$ cat config.mk
export PLATFORM = sky130hd
export DESIGN_NAME = oiu_top
export DESIGN_NICKNAME = d
export VERILOG_FILES = /design/src/include/oiu_pkg.sv /design/src/verilog/oiu_oc_adder.sv /design/src/verilog/oiu_top.sv
export SDC_FILE = /design/constraint.sdc
export NUM_CORES = 1
export LEC_CHECK = 0
export BUFFER_PORTS_ARGS = -buffer_cell sky130_fd_sc_hd__clkbuf_2
export CAP_MARGIN = 10
export CORE_MARGIN = 1.5
export CORE_UTILIZATION = 50
export DETAILED_ROUTE_END_ITERATION = 8
export GPL_ROUTABILITY_DRIVEN = 0
export GPL_TIMING_DRIVEN = 0
export HOLD_SLACK_MARGIN = 0.12
export PLACE_DENSITY = 0.75
export RECOVER_POWER = 100
export SYNTH_ARGS = -nofsm -noshare
export SYNTH_HDL_FRONTEND = slang
export SYNTH_SLANG_ARGS = --single-unit
$ cat constraint.sdc
create_clock -name ref_clk_i -period 4.7 [get_ports ref_clk_i]
set_input_delay 0.94 -clock ref_clk_i [delete_from_list [all_inputs] [get_ports ref_clk_i]]
set_output_delay 0.94 -clock ref_clk_i [all_outputs]
set_load 0.005 [all_outputs]
$ cat src/include/oiu_pkg.sv
// Constants, codes and state encodings for the operand interpretation unit
`default_nettype none
package oiu_pkg;
	localparam int WORD_W = 30;
	localparam int HALF_W = 15;
	localparam int FUNC_W = 6;
	localparam int COND_W = 3;
	localparam int KDES_W = 3;
	localparam int BDES_W = 3;
	localparam int IDX_N = 8;

	// Field positions inside the instruction word
	localparam int FUNC_LSB = 24;
	localparam int COND_LSB = 21;
	localparam int KDES_LSB = 18;
	localparam int BDES_LSB = 15;
	localparam int ADDR_LSB = 0;

	// Function codes (octal 00, 77, 14-17, 32-37, 24-25, 40-57)
	localparam logic [5:0] FUNC_FAULT_LO = 6'h00;
	localparam logic [5:0] FUNC_FAULT_HI = 6'h3f;
	localparam logic [5:0] FUNC_STORE_LO = 6'h0c;
	localparam logic [5:0] FUNC_STORE_HI = 6'h0f;
	localparam logic [5:0] FUNC_ADD_REPL_LO = 6'h14;
	localparam logic [5:0] FUNC_ADD_REPL_HI = 6'h15;
	localparam logic [5:0] FUNC_QSTORE_LO = 6'h1a;
	localparam logic [5:0] FUNC_QSTORE_HI = 6'h1b;
	localparam logic [5:0] FUNC_QREPL_LO = 6'h1c;
	localparam logic [5:0] FUNC_QREPL_HI = 6'h1f;
	localparam logic [5:0] FUNC_LP_LO = 6'h20;
	localparam logic [5:0] FUNC_LP_REPL_LO = 6'h24;
	localparam logic [5:0] FUNC_LP_REPL_HI = 6'h26;
	localparam logic [5:0] FUNC_LP_STORE = 6'h27;
	localparam logic [5:0] FUNC_SEL_LO = 6'h28;
	localparam logic [5:0] FUNC_SEL_REPL_LO = 6'h2c;
	localparam logic [5:0] FUNC_SEL_HI = 6'h2f;

	// Operand interpretation values
	localparam logic [2:0] K_IMM = 3'h0;
	localparam logic [2:0] K_LOW = 3'h1;
	localparam logic [2:0] K_HIGH = 3'h2;
	localparam logic [2:0] K_FULL = 3'h3;
	localparam logic [2:0] K_IMM_SX = 3'h4;
	localparam logic [2:0] K_LOW_SX = 3'h5;
	localparam logic [2:0] K_HIGH_SX = 3'h6;
	localparam logic [2:0] K_ACC = 3'h7;

	localparam logic [2:0] BDES_NONE = 3'h0;
	localparam logic [29:0] WORD_RST = 30'h0;
	localparam logic [14:0] HALF_RST = 15'h0;
	localparam logic [14:0] HALF_ONES = 15'h7fff;

	typedef enum logic [3:0] {
		ST_IDLE = 4'h0,
		ST_MODIFY = 4'h1,
		ST_DISPATCH = 4'h2,
		ST_MEM_RD = 4'h3,
		ST_EXEC = 4'h4,
		ST_MEM_WR = 4'h5,
		ST_FAULT = 4'h6
	} oiu_state_t;

	typedef enum logic [1:0] {
		CLS_READ = 2'h0,
		CLS_STORE = 2'h1,
		CLS_REPLACE = 2'h2,
		CLS_FAULT = 2'h3
	} oiu_class_t;
endpackage
`default_nettype wire

$ cat src/verilog/oiu_oc_adder.sv
// Fifteen-bit ones' complement adder with end-around carry
`timescale 1ns/1ps
`default_nettype none
module oiu_oc_adder (
	input wire logic [14:0] a_i,
	input wire logic [14:0] b_i,
	output logic [14:0] sum_o
);
	logic [15:0] raw;

	assign raw = {1'b0, a_i} + {1'b0, b_i};
	// End-around carry; raw never reaches 16'hffff, so no second carry
	assign sum_o = raw[14:0] + {14'h0, raw[15]};
endmodule
`default_nettype wire

$ cat src/verilog/oiu_top.sv
// Operand interpretation unit: classifies, modifies address, steers operands
`timescale 1ns/1ps
`default_nettype none
module oiu_top (
	input wire logic ref_clk_i,
	input wire logic rst_n_i,
	input wire logic start_i,
	input wire logic [29:0] instr_i,
	input wire logic [29:0] store_data_i,
	input wire logic [29:0] acc_i,
	input wire logic wb_valid_i,
	input wire logic [29:0] wb_data_i,
	input wire logic idx_wr_i,
	input wire logic [2:0] idx_sel_i,
	input wire logic [14:0] idx_data_i,
	input wire logic fault_clr_i,
	input wire logic mem_ack_i,
	input wire logic [29:0] mem_rdata_i,
	output logic mem_req_o,
	output logic mem_we_o,
	output logic [14:0] mem_addr_o,
	output logic [29:0] mem_wdata_o,
	output logic [29:0] operand_o,
	output logic operand_valid_o,
	output logic acc_wr_o,
	output logic [29:0] acc_data_o,
	output logic aux_wr_o,
	output logic [29:0] aux_data_o,
	output logic [1:0] class_o,
	output logic [2:0] cond_o,
	output logic logic_prod_o,
	output logic selective_o,
	output logic busy_o,
	output logic done_o,
	output logic fault_o
);
	typedef struct packed {
		oiu_pkg::oiu_state_t st;
		oiu_pkg::oiu_class_t cls;
		logic [29:0] u;
		logic [29:0] z;
		logic [29:0] x;
		logic [7:0][14:0] idx;
		logic mem_req;
		logic mem_we;
		logic [14:0] mem_addr;
		logic [29:0] mem_wdata;
		logic [29:0] operand;
		logic operand_valid;
		logic acc_wr;
		logic [29:0] acc_data;
		logic aux_wr;
		logic [29:0] aux_data;
		logic logic_prod;
		logic selective;
		logic busy;
		logic done;
		logic fault;
	} oiu_regs_t;

	oiu_regs_t cur_ff;
	oiu_regs_t nxt_regs;
	logic [14:0] mod_sum;
	logic [2:0] cur_k;
	logic [2:0] cur_b;
	logic [5:0] in_func;

	assign cur_k = cur_ff.u[oiu_pkg::KDES_LSB +: oiu_pkg::KDES_W];
	assign cur_b = cur_ff.u[oiu_pkg::BDES_LSB +: oiu_pkg::BDES_W];
	assign in_func = instr_i[oiu_pkg::FUNC_LSB +: oiu_pkg::FUNC_W];

	oiu_oc_adder u_adder (
		.a_i(cur_ff.u[oiu_pkg::ADDR_LSB +: oiu_pkg::HALF_W]),
		.b_i(cur_ff.idx[cur_b]),
		.sum_o(mod_sum)
	);

	function automatic oiu_pkg::oiu_class_t classify(input logic [5:0] f);
		oiu_pkg::oiu_class_t c;
		c = oiu_pkg::CLS_READ;
		if (f == oiu_pkg::FUNC_FAULT_LO || f == oiu_pkg::FUNC_FAULT_HI) begin
			c = oiu_pkg::CLS_FAULT;
		end else if ((f >= oiu_pkg::FUNC_STORE_LO && f <= oiu_pkg::FUNC_STORE_HI)
			|| (f >= oiu_pkg::FUNC_QSTORE_LO && f <= oiu_pkg::FUNC_QSTORE_HI)
			|| f == oiu_pkg::FUNC_LP_STORE) begin
			c = oiu_pkg::CLS_STORE;
		end else if ((f >= oiu_pkg::FUNC_ADD_REPL_LO && f <= oiu_pkg::FUNC_ADD_REPL_HI)
			|| (f >= oiu_pkg::FUNC_QREPL_LO && f <= oiu_pkg::FUNC_QREPL_HI)
			|| (f >= oiu_pkg::FUNC_LP_REPL_LO && f <= oiu_pkg::FUNC_LP_REPL_HI)
			|| (f >= oiu_pkg::FUNC_SEL_REPL_LO && f <= oiu_pkg::FUNC_SEL_HI)) begin
			c = oiu_pkg::CLS_REPLACE;
		end
		return c;
	endfunction

	function automatic logic no_storage_ref(input logic [2:0] k);
		return k == oiu_pkg::K_IMM || k == oiu_pkg::K_IMM_SX || k == oiu_pkg::K_ACC;
	endfunction

	// Read-side transfer into the exchange register
	function automatic logic [29:0] form_operand(
		input logic [2:0] k,
		input logic [14:0] y,
		input logic [29:0] z,
		input logic [29:0] acc
	);
		logic [14:0] half;
		logic [29:0] res;
		half = oiu_pkg::HALF_RST;
		res = oiu_pkg::WORD_RST;
		case (k)
			oiu_pkg::K_IMM, oiu_pkg::K_IMM_SX: begin
				half = y;
			end
			oiu_pkg::K_LOW, oiu_pkg::K_LOW_SX: begin
				half = z[14:0];
			end
			oiu_pkg::K_HIGH, oiu_pkg::K_HIGH_SX: begin
				half = z[29:15];
			end
			default: begin
				half = oiu_pkg::HALF_RST;
			end
		endcase
		if (k == oiu_pkg::K_FULL) begin
			res = z;
		end else if (k == oiu_pkg::K_ACC) begin
			res = acc;
		end else if (k[2] && half[14]) begin
			res = {oiu_pkg::HALF_ONES, half};
		end else begin
			res = {oiu_pkg::HALF_RST, half};
		end
		return res;
	endfunction

	// Write-side merge of exchange value into the stored word
	function automatic logic [29:0] merge_word(
		input logic [2:0] k,
		input logic [29:0] z,
		input logic [29:0] x,
		input logic repl
	);
		logic [29:0] res;
		logic [14:0] low;
		res = z;
		low = (k[2] && !repl) ? ~x[14:0] : x[14:0];
		case (k)
			oiu_pkg::K_LOW, oiu_pkg::K_LOW_SX: begin
				res = {z[29:15], low};
			end
			// High half write keeps low half
			oiu_pkg::K_HIGH, oiu_pkg::K_HIGH_SX: begin
				res = {low, z[14:0]};
			end
			oiu_pkg::K_FULL: begin
				res = x;
			end
			oiu_pkg::K_ACC: begin
				res = ~x;
			end
			default: begin
				res = z;
			end
		endcase
		return res;
	endfunction

	always_comb begin
		nxt_regs = cur_ff;
		nxt_regs.operand_valid = 1'b0;
		nxt_regs.done = 1'b0;
		nxt_regs.acc_wr = 1'b0;
		nxt_regs.aux_wr = 1'b0;
		if (idx_wr_i && idx_sel_i != oiu_pkg::BDES_NONE) begin
			nxt_regs.idx[idx_sel_i] = idx_data_i;
		end
		case (cur_ff.st)
			oiu_pkg::ST_IDLE: begin
				if (start_i) begin
					nxt_regs.u = instr_i;
					nxt_regs.x = store_data_i;
					nxt_regs.z = oiu_pkg::WORD_RST;
					nxt_regs.cls = classify(in_func);
					nxt_regs.logic_prod = in_func >= oiu_pkg::FUNC_LP_LO
						&& in_func <= oiu_pkg::FUNC_LP_STORE;
					nxt_regs.selective = in_func >= oiu_pkg::FUNC_SEL_LO
						&& in_func <= oiu_pkg::FUNC_SEL_HI;
					nxt_regs.busy = 1'b1;
					if (instr_i[oiu_pkg::BDES_LSB +: oiu_pkg::BDES_W] != oiu_pkg::BDES_NONE) begin
						nxt_regs.st = oiu_pkg::ST_MODIFY;
					end else begin
						nxt_regs.st = oiu_pkg::ST_DISPATCH;
					end
				end
			end
			oiu_pkg::ST_MODIFY: begin
				nxt_regs.u[oiu_pkg::ADDR_LSB +: oiu_pkg::HALF_W] = mod_sum;
				nxt_regs.st = oiu_pkg::ST_DISPATCH;
			end
			oiu_pkg::ST_DISPATCH: begin
				nxt_regs.mem_addr = cur_ff.u[oiu_pkg::ADDR_LSB +: oiu_pkg::HALF_W];
				case (cur_ff.cls)
					oiu_pkg::CLS_FAULT: begin
						nxt_regs.fault = 1'b1;
						nxt_regs.st = oiu_pkg::ST_FAULT;
					end
					oiu_pkg::CLS_STORE: begin
						if (cur_k == oiu_pkg::K_IMM) begin
							nxt_regs.aux_wr = 1'b1;
							nxt_regs.aux_data = cur_ff.x;
							nxt_regs.done = 1'b1;
							nxt_regs.busy = 1'b0;
							nxt_regs.st = oiu_pkg::ST_IDLE;
						end else if (cur_k == oiu_pkg::K_IMM_SX) begin
							nxt_regs.acc_wr = 1'b1;
							nxt_regs.acc_data = cur_ff.x;
							nxt_regs.done = 1'b1;
							nxt_regs.busy = 1'b0;
							nxt_regs.st = oiu_pkg::ST_IDLE;
						end else if (cur_k == oiu_pkg::K_FULL || cur_k == oiu_pkg::K_ACC) begin
							// Full word needs no prior read
							nxt_regs.mem_req = 1'b1;
							nxt_regs.mem_we = 1'b1;
							nxt_regs.mem_wdata = merge_word(cur_k, oiu_pkg::WORD_RST,
								cur_ff.x, 1'b0);
							nxt_regs.st = oiu_pkg::ST_MEM_WR;
						end else begin
							// Half writes fetch the word to keep
							nxt_regs.mem_req = 1'b1;
							nxt_regs.mem_we = 1'b0;
							nxt_regs.st = oiu_pkg::ST_MEM_RD;
						end
					end
					default: begin
						if (no_storage_ref(cur_k)) begin
							nxt_regs.x = form_operand(cur_k,
								cur_ff.u[oiu_pkg::ADDR_LSB +: oiu_pkg::HALF_W],
								oiu_pkg::WORD_RST, acc_i);
							nxt_regs.operand = nxt_regs.x;
							nxt_regs.operand_valid = 1'b1;
							if (cur_ff.cls == oiu_pkg::CLS_REPLACE) begin
								nxt_regs.st = oiu_pkg::ST_EXEC;
							end else begin
								nxt_regs.done = 1'b1;
								nxt_regs.busy = 1'b0;
								nxt_regs.st = oiu_pkg::ST_IDLE;
							end
						end else begin
							nxt_regs.mem_req = 1'b1;
							nxt_regs.mem_we = 1'b0;
							nxt_regs.st = oiu_pkg::ST_MEM_RD;
						end
					end
				endcase
			end
			oiu_pkg::ST_MEM_RD: begin
				if (mem_ack_i) begin
					nxt_regs.z = mem_rdata_i;
					if (cur_ff.cls == oiu_pkg::CLS_STORE) begin
						nxt_regs.mem_we = 1'b1;
						nxt_regs.mem_wdata = merge_word(cur_k, mem_rdata_i, cur_ff.x, 1'b0);
						nxt_regs.st = oiu_pkg::ST_MEM_WR;
					end else begin
						nxt_regs.mem_req = 1'b0;
						nxt_regs.x = form_operand(cur_k, oiu_pkg::HALF_RST, mem_rdata_i, acc_i);
						nxt_regs.operand = nxt_regs.x;
						nxt_regs.operand_valid = 1'b1;
						if (cur_ff.cls == oiu_pkg::CLS_REPLACE) begin
							nxt_regs.st = oiu_pkg::ST_EXEC;
						end else begin
							nxt_regs.done = 1'b1;
							nxt_regs.busy = 1'b0;
							nxt_regs.st = oiu_pkg::ST_IDLE;
						end
					end
				end
			end
			oiu_pkg::ST_EXEC: begin
				if (wb_valid_i) begin
					nxt_regs.x = wb_data_i;
					if (no_storage_ref(cur_k)) begin
						nxt_regs.done = 1'b1;
						nxt_regs.busy = 1'b0;
						nxt_regs.st = oiu_pkg::ST_IDLE;
					end else begin
						nxt_regs.mem_req = 1'b1;
						nxt_regs.mem_we = 1'b1;
						nxt_regs.mem_wdata = merge_word(cur_k, cur_ff.z, wb_data_i, 1'b1);
						nxt_regs.st = oiu_pkg::ST_MEM_WR;
					end
				end
			end
			oiu_pkg::ST_MEM_WR: begin
				if (mem_ack_i) begin
					nxt_regs.mem_req = 1'b0;
					nxt_regs.mem_we = 1'b0;
					nxt_regs.done = 1'b1;
					nxt_regs.busy = 1'b0;
					nxt_regs.st = oiu_pkg::ST_IDLE;
				end
			end
			oiu_pkg::ST_FAULT: begin
				if (fault_clr_i) begin
					nxt_regs.fault = 1'b0;
					nxt_regs.busy = 1'b0;
					nxt_regs.st = oiu_pkg::ST_IDLE;
				end
			end
			default: begin
				nxt_regs.st = oiu_pkg::ST_IDLE;
				nxt_regs.busy = 1'b0;
				nxt_regs.mem_req = 1'b0;
				nxt_regs.mem_we = 1'b0;
			end
		endcase
	end

	always_ff @(posedge ref_clk_i or negedge rst_n_i) begin
		if (!rst_n_i) begin
			cur_ff <= '0;
		end else begin
			cur_ff <= nxt_regs;
		end
	end

	assign mem_req_o = cur_ff.mem_req;
	assign mem_we_o = cur_ff.mem_we;
	assign mem_addr_o = cur_ff.mem_addr;
	assign mem_wdata_o = cur_ff.mem_wdata;
	assign operand_o = cur_ff.operand;
	assign operand_valid_o = cur_ff.operand_valid;
	assign acc_wr_o = cur_ff.acc_wr;
	assign acc_data_o = cur_ff.acc_data;
	assign aux_wr_o = cur_ff.aux_wr;
	assign aux_data_o = cur_ff.aux_data;
	assign class_o = cur_ff.cls;
	assign cond_o = cur_ff.u[oiu_pkg::COND_LSB +: oiu_pkg::COND_W];
	assign logic_prod_o = cur_ff.logic_prod;
	assign selective_o = cur_ff.selective;
	assign busy_o = cur_ff.busy;
	assign done_o = cur_ff.done;
	assign fault_o = cur_ff.fault;
endmodule
`default_nettype wire

==> qor.yml <==
global_route:
  initial_antenna_violation_count: 2
  grt_util_all_layers: 0.345
  grt_start_max_net_pins: 102
  grt_overflow_total: 0
  grt_pass1_vias: 17400
  grt_first_pass_wirelength_um: 107000
synth:
  synth_async_sr_flop_share: 1.00
  synth_top_area_frac: 0.442
  synth.net_count: 2167
  yosys.area_share.adder: 0.0171
  synth_simple_gate_area_share: 0.0970
  synth_mux_area_frac: 0.159
  synth.yosys.warnings: 0
  synthesis.area_per_instance_um2: 10.2
  synth_top_family_by_area: "compound AO/OA/AOI/OAI gates"
  synth_ff_type: "dfrtp_1"
  ys_ff_latch: 354
  synth-seq-area-share: 0.442
  synth_compound_area_frac: 0.183
  synth_edf_count: 0
  syn_inst: 1966
  mappedNetlistArea_um2: 20000
  netlist-cell-type-count: 71
  top_cells_by_area_in_the_synthesized_netlist: "dfrtp_1, mux2_2, buf_4"
  yosys.area.top_type: "dfrtp_1"
  synth_xor_xnor_area_share: 0.0149
  yosys.cell_count.top_type: "dfrtp_1"
  ys_top_cells_by_count: "dfrtp_1, nand2_1, mux2_2"
die:
  die_w_um: 203
  die_area_um2: 41300
  chipHeight_um: 203
  initial_utilization: 0.506
  placeableCoreArea_um2: 39600
  num_rows: 73
  io_pins: 325
finish:
  layout-drive-gt1-share: 0.322
  antenna-diode-count: 0
  layout.cell_area.non_filler_um2: 24000
  area_growth_syn_to_layout_pct: 19.9
  final_core_util: 0.606
  stdcell_count: 2888
  final_nets: 2542
power_and_ir_drop:
  ir_drop_uv: 414
  total_leakage_power_nw: 10.8
  post-layout-total-power_w: 0.0176
  power.density_cell_area_nw_per_um2: 732
clock_tree:
  cts.root.buffer_cell: "clkbuf_16"
  ctsLongestPathBuffers: 3
  clk-insertion-delay-late_ps: 570
  cts_inserted_buffers: 40
  clock_tree.htree_level_count: 2
  ctsHoldBuffers: 0
  clk_pin_slew_worst_paths_ps: 60
  tritoncts: "built"
  clock_sink_count: 354
detailed_routing:
  first_iter_violations: 1945
  dr_total_vias: 18200
  antenna_left: 0
  drt-total-wl_um: 72700
  post-route-drc-count: 0
  detailed_routing_iteration_count_for_the_pre_antenna_repair_pass: 7
  vias_per_instance: 6.29
  avgRoutedWirePerCell_um: 25.2
place:
  dp.final_hpwl_um: 54400
  postPlaceCellArea_um2: 22400
  buffer_ports.inserted: 317
  worst_setup_slack_before_clock_tree_synthesis_ps: -829
  place_inst: 2811
sta:
  layout_setup_ws_ps: 217
  min_period_over_period: 0.954
  finalClockSkew_ps: 25.3
  fmax_mhz: 223
  finalCriticalPeriod_ps: 4480
  count_of_pins_over_their_slew_limit: 68
  worst_slew_margin_rel: -1.44
  report.final.setup_viol: 0
  tightestPinTransition_ps: 3660
  finalHoldViolations: 0
run_status:
  violations: "max-capacitance violations, max-slew violations"
  status: "complete, but fails checks"
worst_setup_path:
  worstReg2RegEnd: "cur_ff[333]"
  critical_path.reg2reg.startpoint: "cur_b[0]"
  critPathKind: "flop to flop"
  critPathRequiredTime_ps: 5110
  path_max_fanout: 7
  ff2ff_setup_slack_ps: 220
  reg2regPathDepth: 23
  crit_end_category: "flop"
  setup.worst_path.start_class: "flop"
  cp_data_arrival_time_ps: 4900
worst_hold_path:
  hold_path.class: "flop to flop"
  cell_count_of_the_worst_hold_path: 1
  hold_end: "cur_ff[152]"
  min-delay-start: "cur_ff[152]"
job:
  max_cap_violations: 1
-- layout by cell type, fill, tap and decap left out, types with 23 or more instances in the layout --
cell	netlist	final
dfrtp_1	354	353
clkbuf_2	0	271
nand2_1	215	215
mux2_2	206	202
clkbuf_1	127	198
a21oi_1	126	123
nor2_1	109	107
o21ai_0	107	104
clkbuf_4	0	86
a22oi_1	80	80
buf_4	140	57
clkbuf_16	0	43
o22a_1	42	42
a22o_1	34	34
mux4_2	30	30
xor2_1	26	25
a211oi_1	24	24
o22ai_1	23	23
-- logic make-up (layout without fill, tap and decap cells) --
kind of cell,count (synthesis),after routing
fa+ha+maj,27,27
simple gates,435,435
xor+xnor,34,34
flops,354,354
mux,255,255
compound gates,538,538
buf+inv,323,720
-- report_power, final --
part	total [W]	internal (W)	switching (W)
clock	0.00328	0.00199	0.00129
combinational	0.00926	0.00421	0.00505
sequential	0.00504	0.00408	0.000959
total	0.0176	0.0103	0.00730
-- routing by layer --
metal,vias to the layer above,global-route usage,share of wire
met5,-,0,0.00021
met4,2,0.178,0.066
met3,308,0.106,0.13
met2,1290,0.546,0.45
met1,8802,0.425,0.36
li1,7766,-,-
-- area by class of cell --
cell class                 instances  area [um2]
timing repair buffer             336        1790
sequential                       354        8860
tap                              525         657
clock inverter                    14         234
fill                            3309       15600
clock buffer                      50        1110
inverter                          21        78.8
buffer                           299        1670
multi-input combinational       1289        9640
-- per-stage QoR --
step,hold slack [ps],TNS (ps)
floorplan,425,0
global placement,435,-1692250
detailed placement,444,-5010
CTS,387,0
global route,477,-10.7
finish,452,0
-- timing repair --
item,CTS,global route
buffers inserted,6,8
gates resized for setup,40,34
setup endpoints to repair,12,8
cloned,0,2
pin swaps,1,3
-- sequential cells by signal (all words and copies together) (netlist names), 2 cells and up --
register / count
acc_data_o: 30
aux_data_o: 30
class_o: 2
cond_o: 3
cur_b: 3
cur_ff: 201
mem_addr_o: 15
mem_wdata_o: 30
operand_o: 30
-- worst max-delay path: stages, from the launching register on --
cell	delay, ps
dfrtp_2	420
buf_12	150
buf_12	140
buf_4	130
mux4_2	440
mux2_2	310
ha_4	330
and3_4	210
nand3_2	110
a21oi_2	170
o21ai_2	70
a21oi_1	160
o21ai_1	80
nand2b_1	100
ha_2	200
ha_2	190
inv_1	50
nor2_2	120
and4_1	210
buf_4	140
nand2_1	60
mux2_2	300
xor2_2	160
a21oi_1	90
-- worst max path at each step --
stage | startpoint | endpoint | slack, ps | cells past startpoint
after floorplan | cur_b[0] | cur_ff[333] | 30 | 22
after global placement | rst_n_i | cur_ff[242] | -4840 | 1
after detailed placement | cur_b[0] | cur_ff[333] | -830 | 22
after CTS | cur_b[0] | cur_ff[333] | 10 | 23
after global routing | cur_b[0] | cur_ff[333] | -10 | 23
final | cur_b[0] | cur_ff[333] | 220 | 23
(Power assumes the default switching activity.)
